File: src/core/port_cfg_params.svh
// Constants for the port configuration block: offsets, modes, resets.
// Assumes inclusion by bare name from the package and the design file.
`ifndef PORT_CFG_PARAMS_SVH
`define PORT_CFG_PARAMS_SVH

// ****************************************************************
// Reset values
// ****************************************************************
`define MODE_RESET 5'h1f
`define CTL_RESET 8'hff
`define PENDING_RESET 8'h00
`define DATA_RESET 8'h00

// ****************************************************************
// Mode register layout and codes (low nibble, bit 4 = direction)
// ****************************************************************
`define MODE_WRITE_BIT 4
`define MODE_CMP 4'h8
`define MODE_PENDING 4'h9
`define MODE_EDGE 4'ha
`define MODE_WAKE_EN 4'hb
`define MODE_SCHMITT 4'hc
`define MODE_LEVEL 4'hd
`define MODE_PULLUP 4'he
`define MODE_DIR 4'hf

// ****************************************************************
// File register addresses of the port data registers
// ****************************************************************
`define FILE_PORT_A 5'h05
`define FILE_PORT_E 5'h09

// ****************************************************************
// Port indices and comparator register fields
// ****************************************************************
`define PORT_A 3'h0
`define PORT_B 3'h1
`define CMP_DISABLE_BIT 7
`define CMP_PIN_OFF_BIT 6
`define CMP_RESULT_BIT 0
`define CMP_OUT_PIN 0

`endif

File: src/core/port_cfg_pkg.sv
// Types shared by the port configuration block and its bench.
// Assumes port_cfg_params.svh is reachable on the include path.
`include "port_cfg_params.svh"

package port_cfg_pkg;

  // Per-port configuration word set held for each port
  typedef struct packed {
    logic [7:0] dir;
    logic [7:0] pullup_dis;
    logic [7:0] level;
    logic [7:0] schmitt_dis;
  } port_cfg_type;

  // One port control move from the CPU
  typedef struct packed {
    logic valid;
    logic [2:0] port;
    logic [7:0] w;
  } ctl_req_type;

  // Configuration register chosen by the mode register
  typedef enum logic [4:0] {
    SEL_NONE = 5'b00001,
    SEL_DIR = 5'b00010,
    SEL_PULLUP = 5'b00100,
    SEL_LEVEL = 5'b01000,
    SEL_SCHMITT = 5'b10000
  } cfg_sel_type;

endpackage : port_cfg_pkg

File: src/core/port_config_registers.sv
// Port configuration registers for five 8-bit ports, with port B
// wakeup edge capture and the comparator control register.
// Assumes a CPU core on the same clock issuing mode writes, port
// control moves and file register accesses as single-cycle strobes.
`include "port_cfg_params.svh"

// Notes on behaviour
// - pullup bit 1 disconnects, 0 connects; reset 1
// - level bit 1 TTL, 0 CMOS, Schmitt off
// - Schmitt bit 0 enables Schmitt; reset 1
// - wake enable bit 0 enables detection; reset 1
// - wake edge 0 rising, 1 falling; reset 1
// - mode 19h swaps W with pending flags
// - pending bit set by valid enabled edge
// - mode 08h swaps W with comparator register
// - comparator bit 7 clear enables comparator
// - comparator bit 6 clear drives port B pin0
// - comparator bit 0 is pin2 above pin1
// - power-up: control registers FFh, mode 1Fh
// - port data registers at file 05h to 09h
// - direction bit 1 input, 0 output; reset 1
// - mode bit 4 picks read or write move
// - mode value persists until rewritten
// - edge and enable always written from W
module port_config_registers #(
  parameter int NUM_PORTS = 5,
  parameter int PORT_WIDTH = 8
) (
  input wire logic clk,
  input wire logic rst_n,
  input wire logic mode_wr,
  input wire logic [4:0] mode_wdata,
  output logic [4:0] mode_rdata,
  input port_cfg_pkg::ctl_req_type ctl_req,
  output logic w_load,
  output logic [7:0] w_rdata,
  input wire logic file_wr,
  input wire logic file_rd,
  input wire logic [4:0] file_addr,
  input wire logic [7:0] file_wdata,
  output logic file_hit,
  output logic [7:0] file_rdata,
  input wire logic [39:0] pin_in,
  output logic [39:0] pin_out,
  output logic [39:0] pin_oe_n,
  output logic [39:0] pullup_en,
  output logic [39:0] level_ttl,
  output logic [39:0] schmitt_en,
  input wire logic cmp_above,
  output logic cmp_enable,
  output logic [7:0] wake_enable_b,
  output logic [7:0] wake_pending_b,
  output logic wake_request
);

  // ****************************************************************
  // Elaboration checks
  // ****************************************************************
  // The mode map and file addresses only cover five byte-wide ports
  if (NUM_PORTS != 5 || PORT_WIDTH != 8)
  begin : g_check
    $error("port_config_registers serves five 8-bit ports only");
  end

  // ****************************************************************
  // Pin synchronisers
  // ****************************************************************
  // Three stages; a change is taken once stages two and three agree,
  // so the filtered level lags a pin edge by three to four cycles.
  logic [39:0] pin_s1_q;
  logic [39:0] pin_s2_q;
  logic [39:0] pin_s3_q;
  logic [39:0] pin_q;
  logic [39:0] pin_d;
  logic cmp_s1_q;
  logic cmp_s2_q;
  logic cmp_s3_q;
  logic cmp_filt_q;
  logic cmp_filt_d;

  assign pin_d = (pin_s2_q & pin_s3_q) | (pin_q & (pin_s2_q ^ pin_s3_q));
  assign cmp_filt_d = (cmp_s2_q == cmp_s3_q) ? cmp_s3_q : cmp_filt_q;

  always_ff @(posedge clk or negedge rst_n)
  begin
    if (!rst_n)
    begin
      pin_s1_q <= '0;
      pin_s2_q <= '0;
      pin_s3_q <= '0;
      pin_q <= '0;
    end
    else
    begin
      pin_s1_q <= pin_in;
      pin_s2_q <= pin_s1_q;
      pin_s3_q <= pin_s2_q;
      pin_q <= pin_d;
    end
  end

  always_ff @(posedge clk or negedge rst_n)
  begin
    if (!rst_n)
    begin
      cmp_s1_q <= 1'b0;
      cmp_s2_q <= 1'b0;
      cmp_s3_q <= 1'b0;
      cmp_filt_q <= 1'b0;
    end
    else
    begin
      cmp_s1_q <= cmp_above;
      cmp_s2_q <= cmp_s1_q;
      cmp_s3_q <= cmp_s2_q;
      cmp_filt_q <= cmp_filt_d;
    end
  end

  // ****************************************************************
  // Mode register
  // ****************************************************************
  logic [4:0] mode_q;

  always_ff @(posedge clk or negedge rst_n)
  begin
    if (!rst_n)
      mode_q <= `MODE_RESET;
    else if (mode_wr)
      mode_q <= mode_wdata;
  end

  assign mode_rdata = mode_q;

  // ****************************************************************
  // Port control move decode
  // ****************************************************************
  logic [3:0] mode_low;
  logic mode_write;
  logic port_ok;
  logic port_is_b;
  logic port_is_a;
  port_cfg_pkg::cfg_sel_type cfg_sel;
  logic cfg_wr;
  logic cfg_rd;
  logic swap_cmp;
  logic swap_pnd;
  logic wr_edge;
  logic wr_wake_en;

  assign mode_low = mode_q[3:0];
  assign mode_write = mode_q[`MODE_WRITE_BIT];
  assign port_ok = ctl_req.valid && ctl_req.port <= 3'h4;
  assign port_is_b = ctl_req.valid && ctl_req.port == `PORT_B;
  assign port_is_a = ctl_req.port == `PORT_A;

  // Port A has no Schmitt register, so that code selects nothing
  assign cfg_sel =
    (mode_low == `MODE_DIR) ? port_cfg_pkg::SEL_DIR :
    (mode_low == `MODE_PULLUP) ? port_cfg_pkg::SEL_PULLUP :
    (mode_low == `MODE_LEVEL) ? port_cfg_pkg::SEL_LEVEL :
    (mode_low == `MODE_SCHMITT && !port_is_a) ?
      port_cfg_pkg::SEL_SCHMITT : port_cfg_pkg::SEL_NONE;

  assign cfg_wr = port_ok && mode_write &&
    cfg_sel != port_cfg_pkg::SEL_NONE;
  assign cfg_rd = port_ok && !mode_write &&
    cfg_sel != port_cfg_pkg::SEL_NONE;

  // Port B specials ignore the direction bit of the mode register
  assign swap_cmp = port_is_b && mode_low == `MODE_CMP;
  assign swap_pnd = port_is_b && mode_low == `MODE_PENDING;
  assign wr_edge = port_is_b && mode_low == `MODE_EDGE;
  assign wr_wake_en = port_is_b && mode_low == `MODE_WAKE_EN;

  // ****************************************************************
  // Per-port configuration and data registers
  // ****************************************************************
  port_cfg_pkg::port_cfg_type cfg_q [5];
  logic [7:0] data_q [5];
  logic [4:0] data_wr;
  logic [4:0] file_sel;

  for (genvar p = 0; p < 5; p++)
  begin : g_port
    logic sel_port;
    logic wr_here;

    assign sel_port = ctl_req.port == 3'(p);
    assign wr_here = cfg_wr && sel_port;
    assign file_sel[p] = file_addr == `FILE_PORT_A + 5'(p);
    assign data_wr[p] = file_wr && file_sel[p];

    always_ff @(posedge clk or negedge rst_n)
    begin
      if (!rst_n)
        cfg_q[p] <= {4{`CTL_RESET}};
      else if (wr_here)
      begin
        unique case (cfg_sel)
          port_cfg_pkg::SEL_DIR:
            cfg_q[p].dir <= ctl_req.w;
          port_cfg_pkg::SEL_PULLUP:
            cfg_q[p].pullup_dis <= ctl_req.w;
          port_cfg_pkg::SEL_LEVEL:
            cfg_q[p].level <= ctl_req.w;
          port_cfg_pkg::SEL_SCHMITT:
            cfg_q[p].schmitt_dis <= ctl_req.w;
          default:
            cfg_q[p] <= cfg_q[p];
        endcase
      end
    end

    always_ff @(posedge clk or negedge rst_n)
    begin
      if (!rst_n)
        data_q[p] <= `DATA_RESET;
      else if (data_wr[p])
        data_q[p] <= file_wdata;
    end

    // Pad controls; TTL sensing only counts while Schmitt is off
    assign pullup_en[p*8 +: 8] = ~cfg_q[p].pullup_dis;
    assign schmitt_en[p*8 +: 8] = ~cfg_q[p].schmitt_dis;
    assign level_ttl[p*8 +: 8] =
      cfg_q[p].level & cfg_q[p].schmitt_dis;
  end

  // ****************************************************************
  // Comparator register
  // ****************************************************************
  logic [7:1] cmp_ctrl_q;
  logic cmp_result;
  logic [7:0] cmp_view;

  always_ff @(posedge clk or negedge rst_n)
  begin
    if (!rst_n)
      cmp_ctrl_q <= 7'(`CTL_RESET >> 1);
    else if (swap_cmp)
      cmp_ctrl_q <= ctl_req.w[7:1];
  end

  assign cmp_enable = ~cmp_ctrl_q[`CMP_DISABLE_BIT];
  // A disabled comparator reports a low result
  assign cmp_result = cmp_enable & cmp_filt_q;
  assign cmp_view = {cmp_ctrl_q, cmp_result};

  // ****************************************************************
  // Port B wakeup edge capture
  // ****************************************************************
  logic [7:0] wake_dis_q;
  logic [7:0] wake_edge_q;
  logic [7:0] pend_q;
  logic [7:0] pend_d;
  logic [7:0] pb_prev_q;
  logic [7:0] pb_now;
  logic [7:0] rise;
  logic [7:0] fall;
  logic [7:0] hit;

  assign pb_now = pin_q[15:8];
  assign rise = pb_now & ~pb_prev_q;
  assign fall = ~pb_now & pb_prev_q;
  assign hit = ((wake_edge_q & fall) | (~wake_edge_q & rise)) &
    ~wake_dis_q;
  // A fresh edge wins over a clear written in the same cycle
  assign pend_d = (swap_pnd ? ctl_req.w : pend_q) | hit;

  always_ff @(posedge clk or negedge rst_n)
  begin
    if (!rst_n)
    begin
      wake_dis_q <= `CTL_RESET;
      wake_edge_q <= `CTL_RESET;
      pend_q <= `PENDING_RESET;
      pb_prev_q <= '0;
    end
    else
    begin
      if (wr_wake_en)
        wake_dis_q <= ctl_req.w;
      if (wr_edge)
        wake_edge_q <= ctl_req.w;
      pend_q <= pend_d;
      pb_prev_q <= pb_now;
    end
  end

  assign wake_enable_b = ~wake_dis_q;
  assign wake_pending_b = pend_q;
  assign wake_request = |pend_q;

  // ****************************************************************
  // Answer to the CPU's working register
  // ****************************************************************
  logic [7:0] cfg_rd_val;
  logic [7:0] w_d;
  logic w_load_q;
  logic [7:0] w_rdata_q;
  port_cfg_pkg::port_cfg_type cfg_cur;

  assign cfg_cur = port_ok ? cfg_q[ctl_req.port] : {4{`CTL_RESET}};
  assign cfg_rd_val =
    (cfg_sel == port_cfg_pkg::SEL_DIR) ? cfg_cur.dir :
    (cfg_sel == port_cfg_pkg::SEL_PULLUP) ? cfg_cur.pullup_dis :
    (cfg_sel == port_cfg_pkg::SEL_LEVEL) ? cfg_cur.level :
    cfg_cur.schmitt_dis;
  assign w_d = swap_cmp ? cmp_view : swap_pnd ? pend_q : cfg_rd_val;

  always_ff @(posedge clk or negedge rst_n)
  begin
    if (!rst_n)
    begin
      w_load_q <= 1'b0;
      w_rdata_q <= '0;
    end
    else
    begin
      w_load_q <= cfg_rd | swap_cmp | swap_pnd;
      if (cfg_rd | swap_cmp | swap_pnd)
        w_rdata_q <= w_d;
    end
  end

  assign w_load = w_load_q;
  assign w_rdata = w_rdata_q;

  // ****************************************************************
  // File register read port
  // ****************************************************************
  // Reads return the filtered pin levels; right after a change of
  // level or Schmitt mode the CPU must allow the filter to settle.
  logic hit_q;
  logic [7:0] file_rdata_q;
  logic [2:0] file_idx;
  logic file_any;

  assign file_any = |file_sel;
  assign file_idx = 3'(file_addr - `FILE_PORT_A);

  always_ff @(posedge clk or negedge rst_n)
  begin
    if (!rst_n)
    begin
      hit_q <= 1'b0;
      file_rdata_q <= '0;
    end
    else
    begin
      hit_q <= file_rd && file_any;
      if (file_rd)
        file_rdata_q <= file_any ? pin_q[file_idx*8 +: 8] : 8'h00;
    end
  end

  assign file_hit = hit_q;
  assign file_rdata = file_rdata_q;

  // ****************************************************************
  // Pin drivers
  // ****************************************************************
  logic [39:0] out_q;
  logic [39:0] oe_n_q;
  logic [39:0] out_d;
  logic [39:0] oe_n_d;
  logic cmp_on_pin;

  assign cmp_on_pin = ~cmp_ctrl_q[`CMP_PIN_OFF_BIT];

  always_comb
  begin
    for (int p = 0; p < 5; p++)
    begin
      out_d[p*8 +: 8] = data_q[p];
      oe_n_d[p*8 +: 8] = cfg_q[p].dir;
    end
    if (cmp_on_pin)
    begin
      out_d[8 + `CMP_OUT_PIN] = cmp_result;
      oe_n_d[8 + `CMP_OUT_PIN] = 1'b0;
    end
  end

  always_ff @(posedge clk or negedge rst_n)
  begin
    if (!rst_n)
    begin
      out_q <= '0;
      oe_n_q <= '1;
    end
    else
    begin
      out_q <= out_d;
      oe_n_q <= oe_n_d;
    end
  end

  assign pin_out = out_q;
  assign pin_oe_n = oe_n_q;

endmodule : port_config_registers

File: config.mk
export PLATFORM = sky130hd
export DESIGN_NAME = port_config_registers
export DESIGN_NICKNAME = d
export VERILOG_FILES = /design/src/core/port_cfg_pkg.sv /design/src/core/port_config_registers.sv
export VERILOG_INCLUDE_DIRS = /design/src /design/src/core
export SDC_FILE = /design/constraint.sdc
export NUM_CORES = 1
export LEC_CHECK = 0
export ABC_AREA = 1
export BUFFER_PORTS_ARGS = -buffer_cell sky130_fd_sc_hd__buf_4
export CAP_MARGIN = 20
export CORE_ASPECT_RATIO = 1.5
export CORE_UTILIZATION = 32
export CTS_CLUSTER_DIAMETER = 30
export CTS_CLUSTER_SIZE = 8
export DETAILED_ROUTE_END_ITERATION = 10
export PLACE_DENSITY = 0.46
export SYNTH_ARGS = -nofsm -noshare
export SYNTH_HDL_FRONTEND = slang
export SYNTH_SLANG_ARGS = --single-unit
File: constraint.sdc
create_clock -name clk -period 2.92 [get_ports clk]
set_input_delay 0 -clock clk [delete_from_list [all_inputs] [get_ports clk]]
set_output_delay 0 -clock clk [all_outputs]
set_load 0.01 [all_outputs]
==> results of run 1 <==
registers in the layout, indices dropped and copies added, names as in the netlist, 5 cells and up:
register,flops
pb_prev_q,8
pin_s3_q,40
pin_q,40
wake_edge_q,8
data_q,40
pin_s2_q,40
pin_s1_q,40
wake_pending_b,8
pin_oe_n,40
cmp_ctrl_q,7
cfg_q,160
wake_dis_q,8
pin_out,40
file_rdata,8
mode_rdata,5
w_rdata,8
per-layer routing:
metal / vias up / wire (um)
met5: - / 0
met3: 95 / 3630
met1: 7275 / 24400
met2: 437 / 30800
li1: 7233 / -
met4: 0 / 1520
cell type report:
cell class	instances	area [sq um]	area share [%]
Sequential cell	506	12900	46.6
Tap cell	791	990	3.56
Inverter	216	815	2.93
Clock inverter	46	736	2.65
Clock buffer	131	2850	10.3
Timing Repair Buffer	451	3720	13.4
Multi-Input combinational cell	1169	5710	20.6
cells in the final DEF, fill, tap and decap left out, types with 8 or more instances in the layout:
cell             n
a21o_1          40
a21oi_1         38
buf_4          341
bufinv_16       16
clkbuf_16       99
clkbuf_8        25
clkinv_2        13
dfrtp_1        278
dfstp_2        228
dlygate4sd3_1  104
ha_1            45
inv_1          211
nand2_1        657
nand3_1         49
nand3_4         10
nand4_1         19
nor2_1          19
o21ai_0        177
o21ai_1         83
o221ai_1         8
worst min-delay path by stage:
| stage | start | to | cells after the start |
|---|---|---|---|
| after global placement | pin_in[19] | pin_s1_q[19]$_DFF_PN0_ | 1 |
| final | rst_n | data_q[11]$_DFFE_PN0P_ | 2 |
| after floorplan | rst_n | cmp_filt_q$_DFFE_PN0N_ | 0 |
| after global routing | pin_in[16] | pin_s1_q[16]$_DFF_PN0_ | 2 |
| after CTS | pin_in[16] | pin_s1_q[16]$_DFF_PN0_ | 2 |
| after detailed placement | rst_n | data_q[27]$_DFFE_PN0P_ | 1 |
what timing repair did:
item,in CTS,in global routing
endpoints found under the hold margin,275,0
endpoints found under the setup margin,0,3
hold buffers,104,0
resized for setup,0,2
cell families (layout without fill, tap and decap cells):
logic type | Yosys count | after routing | synth area share [%]
and+or+nand+nor | 769 | 769 | 16.1
DFF | 506 | 506 | 65.2
AOI/OAI and AO/OA | 352 | 352 | 9.62
buffers and inverters | 302 | 844 | 6.11
adders and majority gates | 46 | 46 | 2.88
xor gates and xnor gates | 1 | 1 | 0.0441
muxes | 1 | 1 | 0.0567
metrics by stage:
step / instances / utilization, % / total power, W / setup WS, ps / cell area (sq um)
final: 3310 / 45.3 / 0.0213 / 276 / 27800
after global routing: 3310 / 45.3 / 0.0221 / 108 / 27800
after CTS: 3310 / 45.3 / 0.0216 / 122 / 27800
after detailed placement: 3029 / 37.8 / 0.00932 / 379 / 23100
after global placement: 3029 / 37.8 / 0.00929 / 436 / 23100
after floorplan: 1977 / - / 0.00844 / 961 / 19900
critical path, stage by stage (launching register included):
cell	delay (ps)
dfstp_2	730
nor2_1	140
a21oi_2	180
and3_2	360
buf_4	230
nand3_4	200
nand2_1	110
o21ai_1	60
dlygate4sd3_1	560
power breakdown:
part           internal (W)  switching [W]  total, W
clock               0.00823        0.00373    0.0120
combinational      0.000631       0.000851   0.00148
sequential          0.00756       0.000270   0.00783
==> run_results.csv, run 1 <==
group,metric,value,unit
status,outcome,"finished clean",
global_routing,globalRouteMet2Util,33.9,%
timing,timing.final.crit_share,90.5,%
critical_path,cp.arrival,3200,ps
timing,hold_viol,0,
global_routing,grt_pass1_wl,93.2,mm
detailed_routing,wl_per_cell,18.2,um
detailed_routing,wl,60.4,mm
floorplan,die_x,205,um
logic_synthesis,yosysTopAreaCell,"dfrtp_1",
floorplan,rows,111,
logic_synthesis,ys_ff_latch,506,
global_routing,grt_use_met3,4.88,%
final_layout,nets,2564,
logic_synthesis,yosys_warnings,0,
critical_path,rrSetupSlack,280,ps
power,p_leak,12.9,nW
floorplan,die-area,0.0631,sq mm
final_layout,n_antenna_cell,0,
final_layout,area_growth,39.7,%
timing,max-slew-margin-rel,34.1,%
clock_tree,htree_levels,3,
clock_tree,clockBufferDepth,3,
detailed_routing,viasPerCell,4.54,
clock_tree,cts_tree,"built",
timing,drv_slew,0,
timing,setup_viol,0,
worst_hold_path,hp-class,"in -> async",
placement,io_buffers,316,
critical_path,crit_type,"reg -> reg",
global_routing,first_global_vias,15600,
final_layout,drive_gt1_share,30.6,%
global_routing,grt_use_met1,23.0,%
critical_path,worst_setup_path_end_kind,"register",
logic_synthesis,synth_ff_type,"dfrtp_1",
timing,grt_setup_unrepaired,"no",
clock_tree,cts_buffers,99,
logic_synthesis,netlist_instances,1977,
critical_path,cp_max_fo,16,
logic_synthesis,synth_area_leaders,"dfrtp_1 (35%), dfstp_2 (30%), nand2_1 (12%)",
logic_synthesis,ys_seq_area_share,65.2,%
critical_path,crit_path_start_kind,"register",
global_routing,globalRouteTotalUtil,19.4,%
clock_tree,cts_sinks,506,
clock_tree,cts_root_buffer,"clkbuf_16",
final_layout,n_fill_cell,5861,
detailed_routing,first_pass_iters,5,
power,p_per_area,766,mW/mm^2
logic_synthesis,yosysMostFrequentCell,"nand2_1",
global_routing,grt_overflow,0,
placement,dp_hpwl,42.8,mm
detailed_routing,final_antenna_net_count,0,
timing,hold_ws,16.1,ps
global_routing,grt_max_degree,92,
timing,setup_tns,0,ps
timing,tightest_slew,988,ps
clock_tree,postCtsSetupBuffers,0,
critical_path,crit_end,"cfg_q[136]$_DFFE_PN1P_",
detailed_routing,drt-initial-drc-count,649,
logic_synthesis,synth_edf_count,0,
timing,min_period,2640,ps
logic_synthesis,async_reset_ff_share,100,%
placement,gp_congestion,0.955,
logic_synthesis,synth_top_area_share,35.0,%
logic_synthesis,synth_nets,2098,
run,drv_cap,0,
detailed_routing,route.vias.total,15000,
logic_synthesis,synth_cell_types,40,
detailed_routing,drcViolationCount,0,
timing,finClkSkew,20.6,ps
clock_tree,worstSkewPairLatency,640,ps
floorplan,initial_utilization,32.4,%
floorplan,num_io_pins,317,
clock_tree,clk_pin_slew,50,ps
critical_path,r2r_start,"mode_rdata[0]$_DFFE_PN1P_",
global_routing,antenna_found_initial,0,
floorplan,core,0.0612,sq mm
critical_path,crit_required,3480,ps
floorplan,die_h,307,um
critical_path,cp-startpoint,"mode_rdata[0]$_DFFE_PN1P_",
logic_synthesis,synth_common_cells,"nand2_1 (657), dfrtp_1 (278), dfstp_2 (228)",
power,ir_worst_vdd,0.702,mV
critical_path,r2r_end,"cfg_q[136]$_DFFE_PN1P_",
timing,max_freq,378,MHz
logic_synthesis,avgSynthCellArea,10.1,sq um
critical_path,reg2reg_depth,8,
global_routing,busiest_layer,"met2",
logic_synthesis,syn_area,0.0199,sq mm
(Power assumes the default switching activity.)
==> run 2, diff against run 1 <==
--- a/config.mk
+++ b/config.mk
@@ -8,7 +8,7 @@
 export LEC_CHECK = 0
 export ABC_AREA = 1
 export BUFFER_PORTS_ARGS = -buffer_cell sky130_fd_sc_hd__buf_4
-export CAP_MARGIN = 20
+export CAP_MARGIN = 40
 export CORE_ASPECT_RATIO = 1.5
 export CORE_UTILIZATION = 32
 export CTS_CLUSTER_DIAMETER = 30
==> constraint.sdc (replaced) <==
create_clock -name clk -period 2.53 [get_ports clk]
set_input_delay 0 -clock clk [delete_from_list [all_inputs] [get_ports clk]]
set_output_delay 0 -clock clk [all_outputs]
set_load 0.01 [all_outputs]
==> run 2 against run 1 <==
  * Critical path type unchanged
  * Die area unchanged
  * First-iteration DRC count up 3.4%
  * Final area down 0.15%
==> run_results.csv, run 2 (same netlist as run 1, synthesis figures left out) <==
group,metric,value,unit
timing,tightest_slew,837,ps
final_layout,finalNonFillerCells,3317,
global_routing,grt_pass1_wl,94.9,mm
floorplan,core,0.0612,sq mm
clock_tree,htree_levels,3,
critical_path,critical_path.max_stage_delay,710,ps
critical_path,cp.arrival,2740,ps
floorplan,die-area,0.0631,sq mm
global_routing,first_global_vias,15800,
power,p_leak,12.9,nW
global_routing,grt_overflow,0,
timing,finClkSkew,17.7,ps
status,outcome,"finished clean",
global_routing,globalRouteTotalUtil,20.0,%
final_layout,regArea,0.0129,sq mm
critical_path,crit_path_frequent_cell,"nand2_1",
timing,max-slew-margin-rel,44.1,%
floorplan,rows,111,
final_layout,final_common_cell,"nand2_1",
critical_path,cp_num_buf_inv,3,
critical_path,worst_setup_path_end_kind,"register",
global_routing,grt_max_degree,94,
timing,max_freq,450,MHz
critical_path,crit_path_start_kind,"register",
placement,post_dp_cell_area,0.0232,sq mm
timing,setup_tns,0,ps
timing,timing.final.crit_share,87.8,%
critical_path,path_delay_family,"simple AND/OR/NAND/NOR gates",
clock_tree,cts_tree,"built",
detailed_routing,drcViolationCount,0,
power,ir_worst_vdd,0.577,mV
placement,dp_hpwl,43.7,mm
critical_path,slowest_stage,"dfstp_2",
global_routing,antenna_found_initial,2,
worst_hold_path,hp-class,"in -> reg",
detailed_routing,drt-initial-drc-count,671,
floorplan,die_x,205,um
timing,hold_ws,20.4,ps
detailed_routing,route.vias.total,15000,
clock_tree,worstSkewPairLatency,640,ps
final_layout,nets,2575,
final_layout,regMostFlops,"cfg_q",
critical_path,cp-startpoint,"mode_rdata[0]$_DFFE_PN1P_",
final_layout,n_fill_cell,5855,
timing,drv_slew,0,
detailed_routing,wl_per_cell,18.6,um
clock_tree,cts_root_buffer,"clkbuf_16",
detailed_routing,first_pass_iters,5,
timing,min_period,2220,ps
final_layout,drive_gt1_share,30.5,%
placement,io_buffers,316,
final_layout,postLayoutCellArea,0.0277,sq mm
clock_tree,clockBufferDepth,3,
critical_path,crit_required,3050,ps
floorplan,num_io_pins,317,
clock_tree,clk_pin_slew,50,ps
placement,gp_congestion,0.885,
final_layout,area_growth,39.5,%
floorplan,initial_utilization,32.4,%
timing,setup_viol,0,
detailed_routing,wl,61.7,mm
clock_tree,cts_buffers,98,
detailed_routing,viasPerCell,4.53,
timing,grt_setup_unrepaired,"no",
detailed_routing,final_antenna_net_count,0,
placement,numPlacedInstances,3038,
final_layout,largest_reg_flops,160,
critical_path,cp_max_fo,15,
clock_tree,cts_sinks,506,
final_layout,layout_common_cells,"nand2_1 (657), buf_4 (350), dfrtp_1 (278), dfstp_2 (228), inv_1 (211)",
floorplan,die_h,307,um
timing,hold_viol,0,
critical_path,cp_cell_sequence,"inv_1, nor2_1, nand2_1, clkinvlp_4, nand2_1, inv_1, nand2_1, nand2_1, nand2_1, nand3_1, nand2_1, nand2_1, a21oi_1",
worst_hold_path,min_from,"ctl_req[5]",
critical_path,r2r_start,"mode_rdata[0]$_DFFE_PN1P_",
final_layout,multi_input_area,0.00573,sq mm
critical_path,crit_type,"reg -> reg",
power,p_per_area,868,mW/mm^2
run,drv_cap,0,
-- run 2: through the flow --
step / util [%] / setup slack [ps] / total power, W
floorplan: - / 571 / 0.00974
global placement: 37.9 / 209 / 0.0107
detailed placement: 37.9 / 127 / 0.0108
CTS: 45.2 / 103 / 0.0244
global route: 45.3 / 74.9 / 0.0251
finish: 45.3 / 309 / 0.0241
-- run 2: what timing repair did --
action | CTS | global route
hold endpoints to repair | 602 | 0
setup endpoints to repair | 0 | 18
resized for setup | 0 | 4
hold buffers | 107 | 0
setup buffers | 0 | 0
-- run 2: metal layers --
| layer | part of all wire (%) | track usage, % |
|---|---|---|
| met3 | 5.7 | 4.43 |
| met5 | 0 | 0 |
| met4 | 2.1 | 6.89 |
| met1 | 40 | 23.2 |
| met2 | 52 | 35.9 |
-- run 2: cell type report --
cell class	count	share of cell area, %
clock buffers	129	9.88
inverters	216	2.94
repair buffers	463	13.8
multi-input cells	1169	20.7
flip-flops and latches	506	46.7
diodes	1	0.00903
clock inverters	42	2.48
well taps	791	3.57
-- run 2: worst paths after layout --
check / endpoint / slack (ps) / cells past startpoint
max in group asynchronous: pin_out[8]$_DFF_PN0_ / 1220 / 3
min reg2reg: pin_s2_q[9]$_DFF_PN0_ / 340 / 0
min in group asynchronous: cfg_q[129]$_DFFE_PN1P_ / 210 / 2
max reg2reg: w_rdata[2]$_DFFE_PN0P_ / 310 / 13
min: cfg_q[29]$_DFFE_PN1P_ / 20 / 3
max: w_rdata[2]$_DFFE_PN0P_ / 310 / 13
-- run 2: power breakdown --
group	internal, W	leakage [nW]	switching, W	total [W]
Sequential	0.00873	5.71	0.000302	0.00903
Combinational	0.000740	5.49	0.000987	0.00173
Clock	0.00908	1.66	0.00424	0.0133
-- run 2: worst register-to-register path, delay by kind of cell (launching register included) --
kind / cells / cell delay [ps]
AOI/OAI and AO/OA: 1 / 60
DFF: 1 / 710
and+or+nand+nor: 9 / 890
buffers and inverters: 3 / 440
==> run 3, diff against run 2 <==
--- a/config.mk
+++ b/config.mk
@@ -15,6 +15,7 @@
 export CTS_CLUSTER_SIZE = 8
 export DETAILED_ROUTE_END_ITERATION = 10
 export PLACE_DENSITY = 0.46
+export RECOVER_POWER = 50
 export SYNTH_ARGS = -nofsm -noshare
 export SYNTH_HDL_FRONTEND = slang
 export SYNTH_SLANG_ARGS = --single-unit
==> run 3 against run 2 <==
  * The flow now finishes with violations (capacitance limit, slew limit)
  * Largest power group unchanged
  * Final area shrank 0.14%
  * Critical path type unchanged
  * Clock power is essentially flat
  * Sequential share of layout area rose by 0.065 points
==> run_results.csv, run 3 (same netlist as run 1, synthesis figures left out) <==
group,metric,value,unit
timing,min_period,2210,ps
timing,max-slew-margin-rel,-1.45,%
critical_path,crit_path_frequent_cell,"nand2_1",
power,swShare,23.0,%
clock_tree,cts_sinks,506,
critical_path,cp-startpoint,"mode_rdata[0]$_DFFE_PN1P_",
final_layout,drive_gt1_share,28.4,%
clock_tree,cts_tree,"built",
detailed_routing,wl_per_cell,18.6,um
critical_path,rrSetupSlack,320,ps
timing,grt_setup_unrepaired,"no",
power,seqPwrFrac,37.5,%
critical_path,crit_end,"w_rdata[2]$_DFFE_PN0P_",
critical_path,r2r_end,"w_rdata[2]$_DFFE_PN0P_",
placement,gp_congestion,0.885,
status,violations,"capacitance limit, slew limit",
final_layout,final_common_cell,"nand2_1",
timing,setup_viol,0,
clock_tree,clk_pin_slew,50,ps
critical_path,crit_type,"reg -> reg",
timing,hold_ws,16.4,ps
timing,setup_tns,0,ps
global_routing,antenna_found_initial,2,
critical_path,reg2reg_depth,13,
worst_hold_path,hold_depth,3,
critical_path,r2r_start,"mode_rdata[0]$_DFFE_PN1P_",
floorplan,rows,111,
timing,hold_viol,0,
final_layout,final_core_util,45.2,%
critical_path,cp.arrival,2740,ps
detailed_routing,route.vias.total,15000,
detailed_routing,drcViolationCount,0,
clock_tree,worstSkewPairLatency,640,ps
global_routing,grt_overflow,0,
timing,tightest_slew,1520,ps
floorplan,die-area,0.0631,sq mm
critical_path,cp_cell_sequence,"inv_1, nor2_1, nand2_1, clkinvlp_4, nand2_1, inv_1, nand2_1, nand2_1, nand2_1, nand3_1, nand2_1, nand2_1, a21oi_1",
critical_path,cp_max_fo,15,
timing,timing.final.crit_share,87.5,%
final_layout,largest_reg_flops,160,
final_layout,nets,2575,
power,pwr-share-clk,55.4,%
timing,finClkSkew,21.1,ps
worst_hold_path,hp-class,"in -> reg",
global_routing,globalRouteTotalUtil,20.0,%
status,outcome,"complete, but fails checks",
placement,dp_hpwl,43.7,mm
critical_path,slowest_stage,"dfstp_2",
timing,drv_slew,50,
global_routing,grt_max_degree,94,
floorplan,core,0.0612,sq mm
floorplan,die_h,307,um
global_routing,grt_pass1_wl,94.9,mm
critical_path,critical_path.max_stage_delay,720,ps
power,ir_worst_vdd,0.577,mV
timing,max_freq,452,MHz
power,p_leak,12.8,nW
power,internal_power,0.0185,W
clock_tree,postCtsSetupBuffers,0,
final_layout,layout_common_cells,"nand2_1 (657), buf_4 (309), dfrtp_1 (278), inv_1 (211), dfstp_2 (178)",
run,drv_cap,1,
placement,io_buffers,316,
floorplan,initial_utilization,32.4,%
global_routing,first_global_vias,15800,
critical_path,worst_setup_path_end_kind,"register",
detailed_routing,first_pass_iters,5,
power,combPwrFrac,7.1,%
floorplan,num_io_pins,317,
clock_tree,htree_levels,3,
detailed_routing,wl,61.7,mm
final_layout,area_growth,39.3,%
clock_tree,cts_root_buffer,"clkbuf_16",
clock_tree,clockBufferDepth,3,
critical_path,crit_required,3050,ps
critical_path,crit_path_start_kind,"register",
clock_tree,cts_buffers,98,
detailed_routing,final_antenna_net_count,0,
final_layout,regMostFlops,"cfg_q",
detailed_routing,drt-initial-drc-count,621,
floorplan,die_x,205,um
power,p_sw,0.00553,W
detailed_routing,viasPerCell,4.53,
power,p_per_area,869,mW/mm^2
-- run 3: changes by cell type in the layout (fill, tap and decap cells not counted) --
cell	change
dfstp_1	+50
dfstp_2	-50
buf_4	-41
clkbuf_4	+40
buf_12	-2
clkbuf_1	+2
buf_6	+1
buf_8	-1
clkbuf_2	+1
-- run 3: timing repair --
item,4_1_cts,5_1_grt
endpoints found under the hold margin,602,0
hold buffers,107,0
endpoints found under the setup margin,0,18
gates resized for setup,0,4
-- run 3: layout make-up --
class	instances	area, sq um
antenna	1	2.50
clock buffer	129	2740
clock inverter	42	687
fill	5860	33600
inverter	216	815
multi-input combinational	1169	5730
sequential	506	12900
tap	791	990
timing repair buffer	463	3770
-- run 3: routing by layer --
layer / share of wire [%] / GRT usage (%) / routed length (um) / vias up
li1: - / - / - / 7235
met1: 40 / 23.2 / 24600 / 7292
met2: 52 / 35.9 / 32400 / 407
met3: 5.6 / 4.43 / 3460 / 88
met4: 2.1 / 6.89 / 1290 / 0
met5: 0 / 0 / 0 / -
-- run 3: power by group through the flow --
stage	clock network (W)	registers [W]	logic (W)
3_5_place_dp	0	0.00914	0.00164
2_1_floorplan	0	0.00912	0.000611
3_3_place_gp	0	0.00913	0.00162
5_1_grt	0.0140	0.00908	0.00193
6_report	0.0133	0.00902	0.00172
4_1_cts	0.0136	0.00904	0.00177
-- run 3: worst max-delay path: cells and delay by family (launching register included) --
kind | cells | cell delay (ps)
flip-flops | 1 | 720
AND/OR/NAND/NOR | 9 | 890
AO/OA/AOI/OAI | 1 | 60
buffers and inverters | 3 | 420
-- run 3: how the worst min path moves through the flow --
stage / start / slack (ps) / endpoint
finish: ctl_req[5] / 20 / cfg_q[29]$_DFFE_PN1P_
detailed placement: rst_n / -5 / pin_out[11]$_DFF_PN0_
global route: ctl_req[5] / 20 / cfg_q[101]$_DFFE_PN1P_
global placement: rst_n / -5 / pin_out[11]$_DFF_PN0_
CTS: pin_in[8] / 0.3 / pin_s1_q[8]$_DFF_PN0_
floorplan: rst_n / -300 / cmp_filt_q$_DFFE_PN0N_
-- run 3: metrics by stage --
stage | total power, W | instances | instance area [sq um] | setup WS (ps)
2_1_floorplan | 0.00974 | 1977 | 19900 | 571
3_3_place_gp | 0.0107 | 3038 | 23200 | 209
3_5_place_dp | 0.0108 | 3038 | 23200 | 127
4_1_cts | 0.0244 | 3316 | 27700 | 103
5_1_grt | 0.0250 | 3317 | 27700 | 74.9
6_report | 0.0240 | 3317 | 27700 | 316
